## src/rtl/ballast_pkg.sv

```systemverilog
// constants shared by the ballast sequencer and its helpers
// assumes a single 40 MHz system clock
package ballast_pkg;
  localparam int          SYS_CLK_HZ       = 40_000_000;
  localparam int          CLK_PERIOD_NS    = 25;
  // input glitch filter, 30 ns; least time, so round up
  localparam int          FILTER_NS        = 30;
  localparam int          FILTER_CYC       = (FILTER_NS + CLK_PERIOD_NS - 1) / CLK_PERIOD_NS;
  // timer pulse counts
  localparam logic [3:0]  PREHEAT_PULSES   = 4'h7;
  localparam logic [3:0]  IGNITE_PULSES    = 4'h1;
  // frequency ratio top/bottom fixed: period in ticks at top and bottom
  localparam int          SAW_WIDTH        = 12;
  localparam logic [11:0] SAW_TOP_PERIOD   = 12'h0C8;
  localparam logic [11:0] SAW_BOT_PERIOD   = 12'h1F4;
  // first low-side on-time is stretched by this many sawtooth cycles
  localparam logic [1:0]  BOOT_EXTRA_CYC   = 2'h2;
  // dead time floor in clocks, ceiling is a quarter of a bridge period
  localparam logic [11:0] DEAD_MIN_CYC     = 12'h004;
  // sample preheat sense during the last clocks of the low-side on-time
  localparam logic [11:0] PH_SAMPLE_WIN    = 12'h010;
  // vco control step per sawtooth cycle; two clocks keep the full sweep short
  localparam logic [11:0] VCO_STEP         = 12'h002;
  typedef enum logic [2:0] {ST_STARTUP, ST_PREHEAT, ST_IGNITE, ST_BURN, ST_POWERDOWN} seq_state_t;
  typedef enum logic [1:0] {PH_LOW, PH_GAP_LH, PH_HIGH, PH_GAP_HL} bridge_phase_t;
endpackage

```

## src/rtl/glitch_filter.sv

```systemverilog
// digital deglitcher for a comparator output
// assumes the input is synchronous to sys_clk
module glitch_filter
  import ballast_pkg::*;
#(
  parameter int LEN = FILTER_CYC
) (
  // clock and reset
  input  wire logic sys_clk,
  input  wire logic rst_b,
  // level in and filtered level out
  input  wire logic raw_in,
  output logic      clean_out
);
  logic [7:0] cnt_r;

  // a new level must hold for LEN clocks before it is passed on
  always_ff @(posedge sys_clk or negedge rst_b) begin
    if (!rst_b) begin
      cnt_r     <= 8'h00;
      clean_out <= 1'b0;
    end else if (raw_in == clean_out) begin
      cnt_r <= 8'h00;
    end else if (cnt_r >= 8'(LEN - 1)) begin
      cnt_r     <= 8'h00;
      clean_out <= raw_in;
    end else begin
      cnt_r <= cnt_r + 8'h01;
    end
  end
endmodule

```

## src/rtl/pulse_timer.sv

```systemverilog
// pulse-counting timer standing in for the timing capacitor
// assumes cap_pulse marks one charge/discharge pulse of the timer cap
module pulse_timer
  import ballast_pkg::*;
(
  // clock and reset
  input  wire logic       sys_clk,
  input  wire logic       rst_b,
  // control
  input  wire logic       start,
  input  wire logic       hold_clear,
  input  wire logic [3:0] target,
  input  wire logic       cap_pulse,
  // status
  output logic            running,
  output logic            done,
  output logic            discharge
);
  logic [3:0] count_r;

  always_ff @(posedge sys_clk or negedge rst_b) begin
    if (!rst_b) begin
      count_r <= 4'h0;
      running <= 1'b0;
      done    <= 1'b0;
    end else if (hold_clear) begin
      count_r <= 4'h0;
      running <= 1'b0;
      done    <= 1'b0;
    end else if (start) begin
      count_r <= 4'h0;
      running <= 1'b1;
      done    <= 1'b0;
    end else if (running && cap_pulse) begin
      if (count_r + 4'h1 >= target) begin
        running <= 1'b0;
        done    <= 1'b1;
      end
      count_r <= count_r + 4'h1;
    end else begin
      done <= 1'b0;
    end
  end

  // idle: cap is pulled to zero with the fixed sink
  assign discharge = !running;
endmodule

```

## src/rtl/lamp_ballast_sequencer.sv

```systemverilog
// operating-state sequencer, oscillator and gate timing of the ballast
// assumes comparator outputs arrive as levels synchronous to sys_clk
// Notes on behaviour
// - in start-up: logic reset, both switches off, both cap pins held at zero
// - supply reaching its on threshold ends start-up and starts oscillation
// - high-side gate forced low while floating supply is under lockout
// - sawtooth runs at twice the bridge frequency
// - high and low switches conduct alternately, about half the period each
// - start at top frequency, low side first, first on-time stretched
// - top to bottom frequency ratio is a fixed constant
// - dead time has fixed floor, capped at a quarter bridge period
// - dead time ends on detected half-bridge slope
// - slope sense filtered against short disturbances
// - timer counts cap pulses: preheat seven, ignition at most one
// - timer starts after start-up and again when lamp passes warn level
// - idle timer discharges its cap toward zero
// - preheat: frequency falls, preheat sense sampled only at low-side on end
// - preheat detect raises frequency; cleared each high-side on-time
// - preheat timed from oscillation start, average loop off throughout
// - preheat sense filtered against short disturbances
// - preheat expiry enters ignition, control ramps frequency steadily down
// - reaching bottom frequency enters burn and enables average loop
// - in burn, average loop regulates once sense reaches reference
// - lamp over limit in ignition holds the voltage at the limit
// - lamp still over warn at ignition end latches power-down
// - power-down stops oscillator, both switches off
module lamp_ballast_sequencer
  import ballast_pkg::*;
(
  // clock and reset
  input  wire logic sys_clk,
  input  wire logic rst_b,
  // supply comparators
  input  wire logic supply_on,
  input  wire logic floating_supply_ok,
  // sense comparators
  input  wire logic slope_sense_input,
  input  wire logic preheat_sense_input,
  input  wire logic lamp_over_warn,
  input  wire logic lamp_over_limit,
  input  wire logic avg_reached,
  input  wire logic timer_cap_pulse,
  // gate drive
  output logic      high_side_switch,
  output logic      low_side_switch,
  // analogue pin controls
  output logic      osc_cap_clamp,
  output logic      timer_cap_clamp,
  output logic      timer_cap_discharge,
  output logic      vco_discharge,
  output logic      vco_charge,
  output logic      lamp_limit_regulate,
  output logic      average_current_loop,
  output logic      avg_loop_in_control,
  // status
  output logic [2:0] seq_state
);
  seq_state_t    state_r;
  seq_state_t    state_nxt;
  bridge_phase_t phase_r;
  logic [11:0]   saw_r;
  logic [11:0]   period_r;
  logic [11:0]   gap_r;
  logic          saw_wrap;
  logic [1:0]    boot_r;
  logic          first_r;
  logic          slope_clean;
  logic          ph_clean;
  logic          ph_detect_r;
  logic          warn_seen_r;
  logic          tmr_start;
  logic [3:0]    tmr_target;
  logic          tmr_running;
  logic          tmr_done;
  logic          tmr_discharge;
  logic          osc_run;
  logic          in_startup;

  ////////////////////////////////////////////////////////////////////////////
  // one vco step toward bottom or top frequency, clamped at the limit
  function automatic logic [11:0] step_slower(input logic [11:0] p);
    logic [11:0] q;
    q = p;
    if (p < SAW_BOT_PERIOD) begin
      q = p + VCO_STEP;
    end
    return q;
  endfunction

  function automatic logic [11:0] step_faster(input logic [11:0] p);
    logic [11:0] q;
    q = p;
    if (p > SAW_TOP_PERIOD) begin
      q = p - VCO_STEP;
    end
    return q;
  endfunction

  ////////////////////////////////////////////////////////////////////////////
  // input filters
  glitch_filter #(.LEN(FILTER_CYC)) u_slope_filt (
    .sys_clk   (sys_clk),
    .rst_b     (rst_b),
    .raw_in    (slope_sense_input),
    .clean_out (slope_clean)
  );

  glitch_filter #(.LEN(FILTER_CYC)) u_ph_filt (
    .sys_clk   (sys_clk),
    .rst_b     (rst_b),
    .raw_in    (preheat_sense_input),
    .clean_out (ph_clean)
  );

  ////////////////////////////////////////////////////////////////////////////
  // sequencer
  assign in_startup = (state_r == ST_STARTUP);
  assign osc_run    = (state_r == ST_PREHEAT) || (state_r == ST_IGNITE) || (state_r == ST_BURN);

  always_comb begin
    state_nxt = state_r;
    case (state_r)
      ST_STARTUP: begin
        if (supply_on) begin
          state_nxt = ST_PREHEAT;
        end
      end
      ST_PREHEAT: begin
        if (tmr_done) begin
          state_nxt = ST_IGNITE;
        end
      end
      ST_IGNITE: begin
        if (tmr_done && lamp_over_warn) begin
          state_nxt = ST_POWERDOWN;
        end else if (period_r >= SAW_BOT_PERIOD) begin
          state_nxt = ST_BURN;
        end
      end
      ST_BURN: begin
        // over-limit in burn means the lamp went out: try to re-ignite
        if (lamp_over_limit) begin
          state_nxt = ST_IGNITE;
        end else if (tmr_done && lamp_over_warn) begin
          state_nxt = ST_POWERDOWN;
        end
      end
      ST_POWERDOWN: begin
        // latched until the supply collapses
        state_nxt = ST_POWERDOWN;
      end
      default: begin
        state_nxt = ST_STARTUP;
      end
    endcase
  end

  // power-down leaves only through rst_b, i.e. supply collapse
  always_ff @(posedge sys_clk or negedge rst_b) begin
    if (!rst_b) begin
      state_r <= ST_STARTUP;
    end else begin
      state_r <= state_nxt;
    end
  end

  assign seq_state = state_r;

  ////////////////////////////////////////////////////////////////////////////
  // timer: preheat count from oscillation start, ignition on warn crossing
  always_ff @(posedge sys_clk or negedge rst_b) begin
    if (!rst_b) begin
      warn_seen_r <= 1'b0;
    end else if (!osc_run) begin
      warn_seen_r <= 1'b0;
    end else begin
      warn_seen_r <= lamp_over_warn;
    end
  end

  // each fresh warn crossing in ignition or burn reopens the one-pulse ignition window
  always_comb begin
    tmr_start  = 1'b0;
    tmr_target = IGNITE_PULSES;
    if (in_startup && supply_on) begin
      tmr_start  = 1'b1;
      tmr_target = PREHEAT_PULSES;
    end else if (state_r == ST_PREHEAT) begin
      tmr_target = PREHEAT_PULSES;
    end else if ((state_r == ST_IGNITE || state_r == ST_BURN) && lamp_over_warn && !warn_seen_r) begin
      tmr_start = 1'b1;
    end
  end

  pulse_timer u_timer (
    .sys_clk    (sys_clk),
    .rst_b      (rst_b),
    .start      (tmr_start),
    .hold_clear (in_startup && !supply_on),
    .target     (tmr_target),
    .cap_pulse  (timer_cap_pulse),
    .running    (tmr_running),
    .done       (tmr_done),
    .discharge  (tmr_discharge)
  );

  assign timer_cap_discharge = tmr_discharge && !in_startup;
  assign timer_cap_clamp     = in_startup;
  assign osc_cap_clamp       = !osc_run;

  ////////////////////////////////////////////////////////////////////////////
  // vco: period in clocks stands for the control cap voltage
  // ratio of the two limits is a constant, never software visible
  always_ff @(posedge sys_clk or negedge rst_b) begin
    if (!rst_b) begin
      period_r <= SAW_TOP_PERIOD;
    end else if (!osc_run) begin
      period_r <= SAW_TOP_PERIOD;
    end else if (saw_wrap) begin
      case (state_r)
        ST_PREHEAT: begin
          if (ph_detect_r) begin
            period_r <= step_faster(period_r);
          end else begin
            period_r <= step_slower(period_r);
          end
        end
        ST_IGNITE: begin
          // held while the lamp sits at its voltage limit
          if (!lamp_over_limit) begin
            period_r <= step_slower(period_r);
          end
        end
        ST_BURN: begin
          if (avg_reached) begin
            period_r <= step_faster(period_r);
          end else begin
            period_r <= step_slower(period_r);
          end
        end
        default: begin
          period_r <= period_r;
        end
      endcase
    end
  end

  assign vco_discharge       = (state_r == ST_PREHEAT) && ph_detect_r;
  assign vco_charge          = (state_r == ST_IGNITE) && !lamp_over_limit;
  assign lamp_limit_regulate = (state_r == ST_IGNITE) && lamp_over_limit;
  assign average_current_loop = (state_r == ST_BURN);
  assign avg_loop_in_control = (state_r == ST_BURN) && avg_reached;

  ////////////////////////////////////////////////////////////////////////////
  // sawtooth: two sawtooth cycles make one bridge period
  assign saw_wrap = osc_run && (saw_r >= period_r - 12'h001);

  // a stopped bridge keeps the sawtooth at zero, so a restart is clean
  always_ff @(posedge sys_clk or negedge rst_b) begin
    if (!rst_b) begin
      saw_r <= 12'h000;
    end else if (!osc_run || saw_wrap) begin
      saw_r <= 12'h000;
    end else begin
      saw_r <= saw_r + 12'h001;
    end
  end

  ////////////////////////////////////////////////////////////////////////////
  // bridge phases: each half but the first low opens with a dead gap then conducts
  // gap is capped at half a sawtooth cycle, i.e. a quarter bridge period
  always_ff @(posedge sys_clk or negedge rst_b) begin
    if (!rst_b) begin
      phase_r <= PH_LOW;
      gap_r   <= 12'h000;
      boot_r  <= 2'h0;
      first_r <= 1'b1;
    end else if (!osc_run) begin
      phase_r <= PH_LOW;
      gap_r   <= 12'h000;
      boot_r  <= 2'h0;
      first_r <= 1'b1;
    end else begin
      case (phase_r)
        PH_LOW: begin
          // the first low phase also charges the bootstrap cap
          if (saw_wrap) begin
            if (first_r && boot_r < BOOT_EXTRA_CYC) begin
              boot_r <= boot_r + 2'h1;
            end else begin
              first_r <= 1'b0;
              phase_r <= PH_GAP_LH;
              gap_r   <= 12'h000;
            end
          end
        end
        PH_GAP_LH, PH_GAP_HL: begin
          // the floor guards against ringing that the filter let through
          gap_r <= gap_r + 12'h001;
          if ((gap_r >= DEAD_MIN_CYC && slope_clean) || (gap_r >= (period_r >> 1))) begin
            phase_r <= (phase_r == PH_GAP_LH) ? PH_HIGH : PH_LOW;
          end
        end
        PH_HIGH: begin
          if (saw_wrap) begin
            phase_r <= PH_GAP_HL;
            gap_r   <= 12'h000;
          end
        end
        default: begin
          phase_r <= PH_LOW;
        end
      endcase
    end
  end

  ////////////////////////////////////////////////////////////////////////////
  // preheat detection: looked at only near end of low-side conduction
  // flag survives the dead gap, so the vco keeps discharging until high side
  always_ff @(posedge sys_clk or negedge rst_b) begin
    if (!rst_b) begin
      ph_detect_r <= 1'b0;
    end else if (state_r != ST_PREHEAT || phase_r == PH_HIGH) begin
      ph_detect_r <= 1'b0;
    end else if (phase_r == PH_LOW && ph_clean && (saw_r + PH_SAMPLE_WIN >= period_r)) begin
      ph_detect_r <= 1'b1;
    end
  end

  ////////////////////////////////////////////////////////////////////////////
  // gate outputs registered; start-up and power-down force both off
  // registered so no decode glitch reaches a gate driver; a one-clock floating_supply_ok drop still reaches the high side
  always_ff @(posedge sys_clk or negedge rst_b) begin
    if (!rst_b) begin
      high_side_switch <= 1'b0;
      low_side_switch  <= 1'b0;
    end else if (!osc_run || state_nxt == ST_POWERDOWN) begin
      high_side_switch <= 1'b0;
      low_side_switch  <= 1'b0;
    end else begin
      high_side_switch <= (phase_r == PH_HIGH) && floating_supply_ok;
      low_side_switch  <= (phase_r == PH_LOW);
    end
  end
endmodule

```

## config.mk

```make
export PLATFORM = sky130hd
export DESIGN_NAME = lamp_ballast_sequencer
export DESIGN_NICKNAME = d
export VERILOG_FILES = /design/src/rtl/ballast_pkg.sv /design/src/rtl/glitch_filter.sv /design/src/rtl/pulse_timer.sv /design/src/rtl/lamp_ballast_sequencer.sv
export SDC_FILE = /design/constraint.sdc
export NUM_CORES = 1
export LEC_CHECK = 0
export BUFFER_PORTS_ARGS = -buffer_cell sky130_fd_sc_hd__buf_4
export CAP_MARGIN = 20
export CORE_ASPECT_RATIO = 0.9
export CORE_MARGIN = 2
export CORE_UTILIZATION = 60
export CTS_BUF_LIST = sky130_fd_sc_hd__clkbuf_4
export DETAILED_ROUTE_END_ITERATION = 12
export GPL_TIMING_DRIVEN = 1
export PLACE_DENSITY_LB_ADDON = 0.12
export SLEW_MARGIN = 40
export SYNTH_ARGS = -nofsm -noshare
export SYNTH_HDL_FRONTEND = slang
export SYNTH_SLANG_ARGS = --single-unit
```

## constraint.sdc

```tcl
create_clock -name sys_clk -period 4.2 [get_ports sys_clk]
set_input_delay 0.21 -clock sys_clk [delete_from_list [all_inputs] [get_ports sys_clk]]
set_output_delay 0.21 -clock sys_clk [all_outputs]
set_load 0.05 [all_outputs]
```

==> impl_metrics.csv <==
group,metric,value,unit
layout,final_nets,616,
synth,synth_ff_type,"dfrtp_1",
layout,drive_gt1_frac,0.122,
timing,finalHoldViolations,0,
drt,avgViaCountPerCell,6.23,
worst_setup_path,crit_arrival,4180,ps
synth,synth_seq_area_share,0.363,
drt,drt-initial-drc-count,250,
drt,num_vias,4099,
timing,post-route-period-util,0.918,
worst_setup_path,start_kind,"flop",
synth,yosysUniqueCellTypes,73,
timing,fin_worst_skew,14.9,ps
timing,period_needed,3860,ps
drt,drtAntennaViolNets,0,
clock_tree,clock_latency,420,ps
layout,final-seq-area,0.00178,mm²
clock_tree,cts_tree,"done",
clock_tree,cts_sinks,71,
worst_setup_path,cp_slowest_cell,"or4_1",
timing,fin_setup_tns,0,ps
global_route,antenna_found_initial,0,
clock_tree,root_buffer,"clkbuf_4",
clock_tree,cts-buffers-inserted,9,
placed_design,hpwl,8330,µm
drt,finalWirelength,11300,µm
global_route,grt_pass1_vias,3915,
synth,synth_seq_cells,71,
power_and_ir_drop,cellLeakagePower,2.50,nW
timing,worst_slew_pin_slew,716,ps
timing,slew_viol_final,0,
timing,slew_headroom,0.517,
worst_hold_path,hp-class,"in -> reg",
clock_tree,cts.repair.resized,0,
worst_setup_path,crit_chain,"or4_1, nor4b_4, nand2_1, nor2_1, xnor2_1, ha_1, nand4_1, o21bai_1, o21a_1, nor3_1, nor2_1, a32o_1",
worst_setup_path,crit_type,"reg -> reg",
global_route,grt_max_degree,72,
floorplan,fp.dieH,89.8,µm
worst_setup_path,crit_path_max_incr_delay,650,ps
global_route,grt_busiest_layer,"met2",
synth,synth_area,0.00491,mm²
clock_tree,clockBufferDepth,2,
floorplan,dieArea,0.00892,mm²
synth,postSynthCellCount,530,
worst_setup_path,worstSetupEndpointType,"flop",
synth,synth_edf_count,0,
placed_design,dpl_cell_area,0.00515,mm²
synth,synthArstFlopShare,1.00,
global_route,grt_use_met2,0.414,
worst_setup_path,cp_common_cell,"nor2_1",
floorplan,io_pins,23,
global_route,gr-usage-met3,0.0412,
power_and_ir_drop,vdd_drop_max,0.244,mV
timing,clock.fmax,259,MHz
global_route,grtUsageMet1,0.388,
timing,rsz0062_at_grt,"false",
power_and_ir_drop,power.density,441,mW/mm²
placed_design,gp_congestion,0.963,
global_route,grt_overflow,0,
layout,syn2layout_area_growth,7.98,%
layout,diodes,0,
synth,avgSynthCellArea,9.26,µm²
layout,fill_cells,642,
global_route,grt_pass1_wl,19100,µm
drt,first_pass_iters,5,
timing,setup_viol,0,
layout,multi_input_area,0.00296,mm²
placed_design,numPortBuffers,22,
clock_tree,h-tree-depth,3,
floorplan,start_util,0.614,
run_status,outcome,"finished, final reports clean",
run,maxCapViolCount,0,
worst_setup_path,worstPathMaxFanout,8,
floorplan,core,0.00799,mm²
floorplan,die_w,99.4,µm
global_route,grt_usage,0.264,
clock_tree,clk_pin_slew,140,ps
synth,yosysWarningCount,0,
layout,post-route-cell-area,0.00530,mm²
drt,wl_per_cell,17.2,µm
worst_setup_path,cp.required,4520,ps
floorplan,rows,31,
drt,route.detailed.drc,0,
-- layer usage --
| layer | routed length (µm) | up-vias |
|---|---|---|
| met2 | 5250 | 132 |
| met1 | 5380 | 1974 |
| met4 | 127 | 0 |
| met5 | 0 | - |
| li1 | - | 1980 |
| met3 | 546 | 13 |
-- critical path: cells and delay by family (launching register included) --
family | cells | cell delay (ps)
flip-flops | 1 | 470
adder cells (fa/ha/maj) | 1 | 290
AND/OR/NAND/NOR | 7 | 2290
XOR/XNOR | 1 | 150
AO/OA/AOI/OAI | 3 | 570
-- Yosys cell counts, types with 4 or more instances --
library cell,n,area share
dfrtp_1,67,0.34
nor2_1,56,0.043
ha_1,52,0.13
nand2_1,36,0.028
nand3_1,28,0.029
inv_1,27,0.021
xnor2_1,23,0.041
a21oi_1,20,0.020
nor3_1,16,0.016
o21ai_0,14,0.014
clkbuf_1,13,0.0099
a21o_1,12,0.018
xor2_1,11,0.020
a31oi_1,10,0.013
a32o_1,9,0.018
nand4_1,9,0.011
o211ai_1,9,0.014
nor4_1,6,0.0076
and2_1,5,0.0064
and3_1,5,0.0064
buf_2,5,0.0051
nand2b_1,5,0.0064
o31ai_1,5,0.0076
or2_2,5,0.0064
a41oi_1,4,0.0071
dfstp_2,4,0.021
nor2b_1,4,0.0051
-- cell usage in the layout, fill, tap and decap left out, types with 3 or more instances in the layout --
cell      count
dfrtp_1      67
nor2_1       56
ha_1         52
nand2_1      36
nand3_1      28
inv_1        27
xnor2_1      23
buf_4        23
a21oi_1      20
nor3_1       16
o21ai_0      14
a21o_1       12
xor2_1       11
a31oi_1      10
conb_1       10
a32o_1        9
nand4_1       9
o211ai_1      9
clkbuf_4      9
nor4_1        6
nand2b_1      5
and2_1        5
or2_2         5
and3_1        5
o31ai_1       5
a41oi_1       4
nor2b_1       4
dfstp_2       4
mux2i_1       3
a211o_1       3
o22ai_1       3
o311ai_0      3
o32ai_1       3
mux2_2        3
-- where the power goes --
group	switching [mW]	total [mW]	internal [mW]
clock	0.286	0.420	0.135
sequential	0.126	0.882	0.757
combinational	0.689	1.04	0.346
-- path summary, 6_finish.rpt --
| kind | end | start | depth (start not counted) | slack [ps] |
|---|---|---|---|---|
| min in group asynchronous | gap_r[5] | rst_b | 2 | 350 |
| setup / recovery | period_r[5] | period_r[4] | 12 | 340 |
| max in group asynchronous | seq_state[1] | rst_b | 2 | 3390 |
| hold reg to reg | u_slope_filt.cnt_r[0] | u_slope_filt.cnt_r[0] | 1 | 500 |
| hold / removal | u_slope_filt.clean_out | slope_sense_input | 2 | 30 |
| setup reg to reg | period_r[5] | period_r[4] | 12 | 340 |
-- state kept, by name (all words and copies together) (netlist names) --
register and flops:
ph_detect_r 1, seq_state 3, gap_r 12, u_slope_filt.clean_out 1, high_side_switch 1, warn_seen_r 1
u_timer.count_r 4, saw_r 12, low_side_switch 1, boot_r 2, u_timer.done 1, first_r 1
u_ph_filt.cnt_r 8, phase_r 2, u_timer.running 1, u_slope_filt.cnt_r 8, period_r 11, u_ph_filt.clean_out 1
-- repair_timing --
| action | in CTS | in global routing |
|---|---|---|
| endpoints found under the hold margin | 67 | 1 |
| setup buffers | 0 | 0 |
| hold buffers | 1 | 1 |
-- metrics by stage --
step,total power [mW],worst slack [ps],cells,hold WS [ps],util
after floorplan,1.64,756,539,-85.6,-
after global placement,1.89,523,640,392,0.644
after detailed placement,1.91,463,640,265,0.645
after CTS,2.33,423,657,5.06,0.662
after global routing,2.49,132,658,5.24,0.663
final,2.34,342,658,29.8,0.663
-- layout make-up --
| type | count | area share |
|---|---|---|
| Multi-Input combinational cell | 418 | 0.557 |
| Sequential cell | 71 | 0.336 |
| Timing Repair Buffer | 26 | 0.0385 |
| Tap cell | 99 | 0.0234 |
| Inverter | 28 | 0.0198 |
| Clock buffer | 9 | 0.0127 |
| Clock inverter | 7 | 0.0120 |
-- cell families after synthesis --
| kind of cell | share of synthesized area |
|---|---|
| flip-flops | 0.363 |
| other | 0.000764 |
| XOR/XNOR | 0.0607 |
| multiplexers | 0.0130 |
| AO/OA/AOI/OAI | 0.187 |
| adder cells (fa/ha/maj) | 0.133 |
| AND/OR/NAND/NOR | 0.201 |
| buffers and inverters | 0.0420 |
Power figures use the tool's default switching activity.
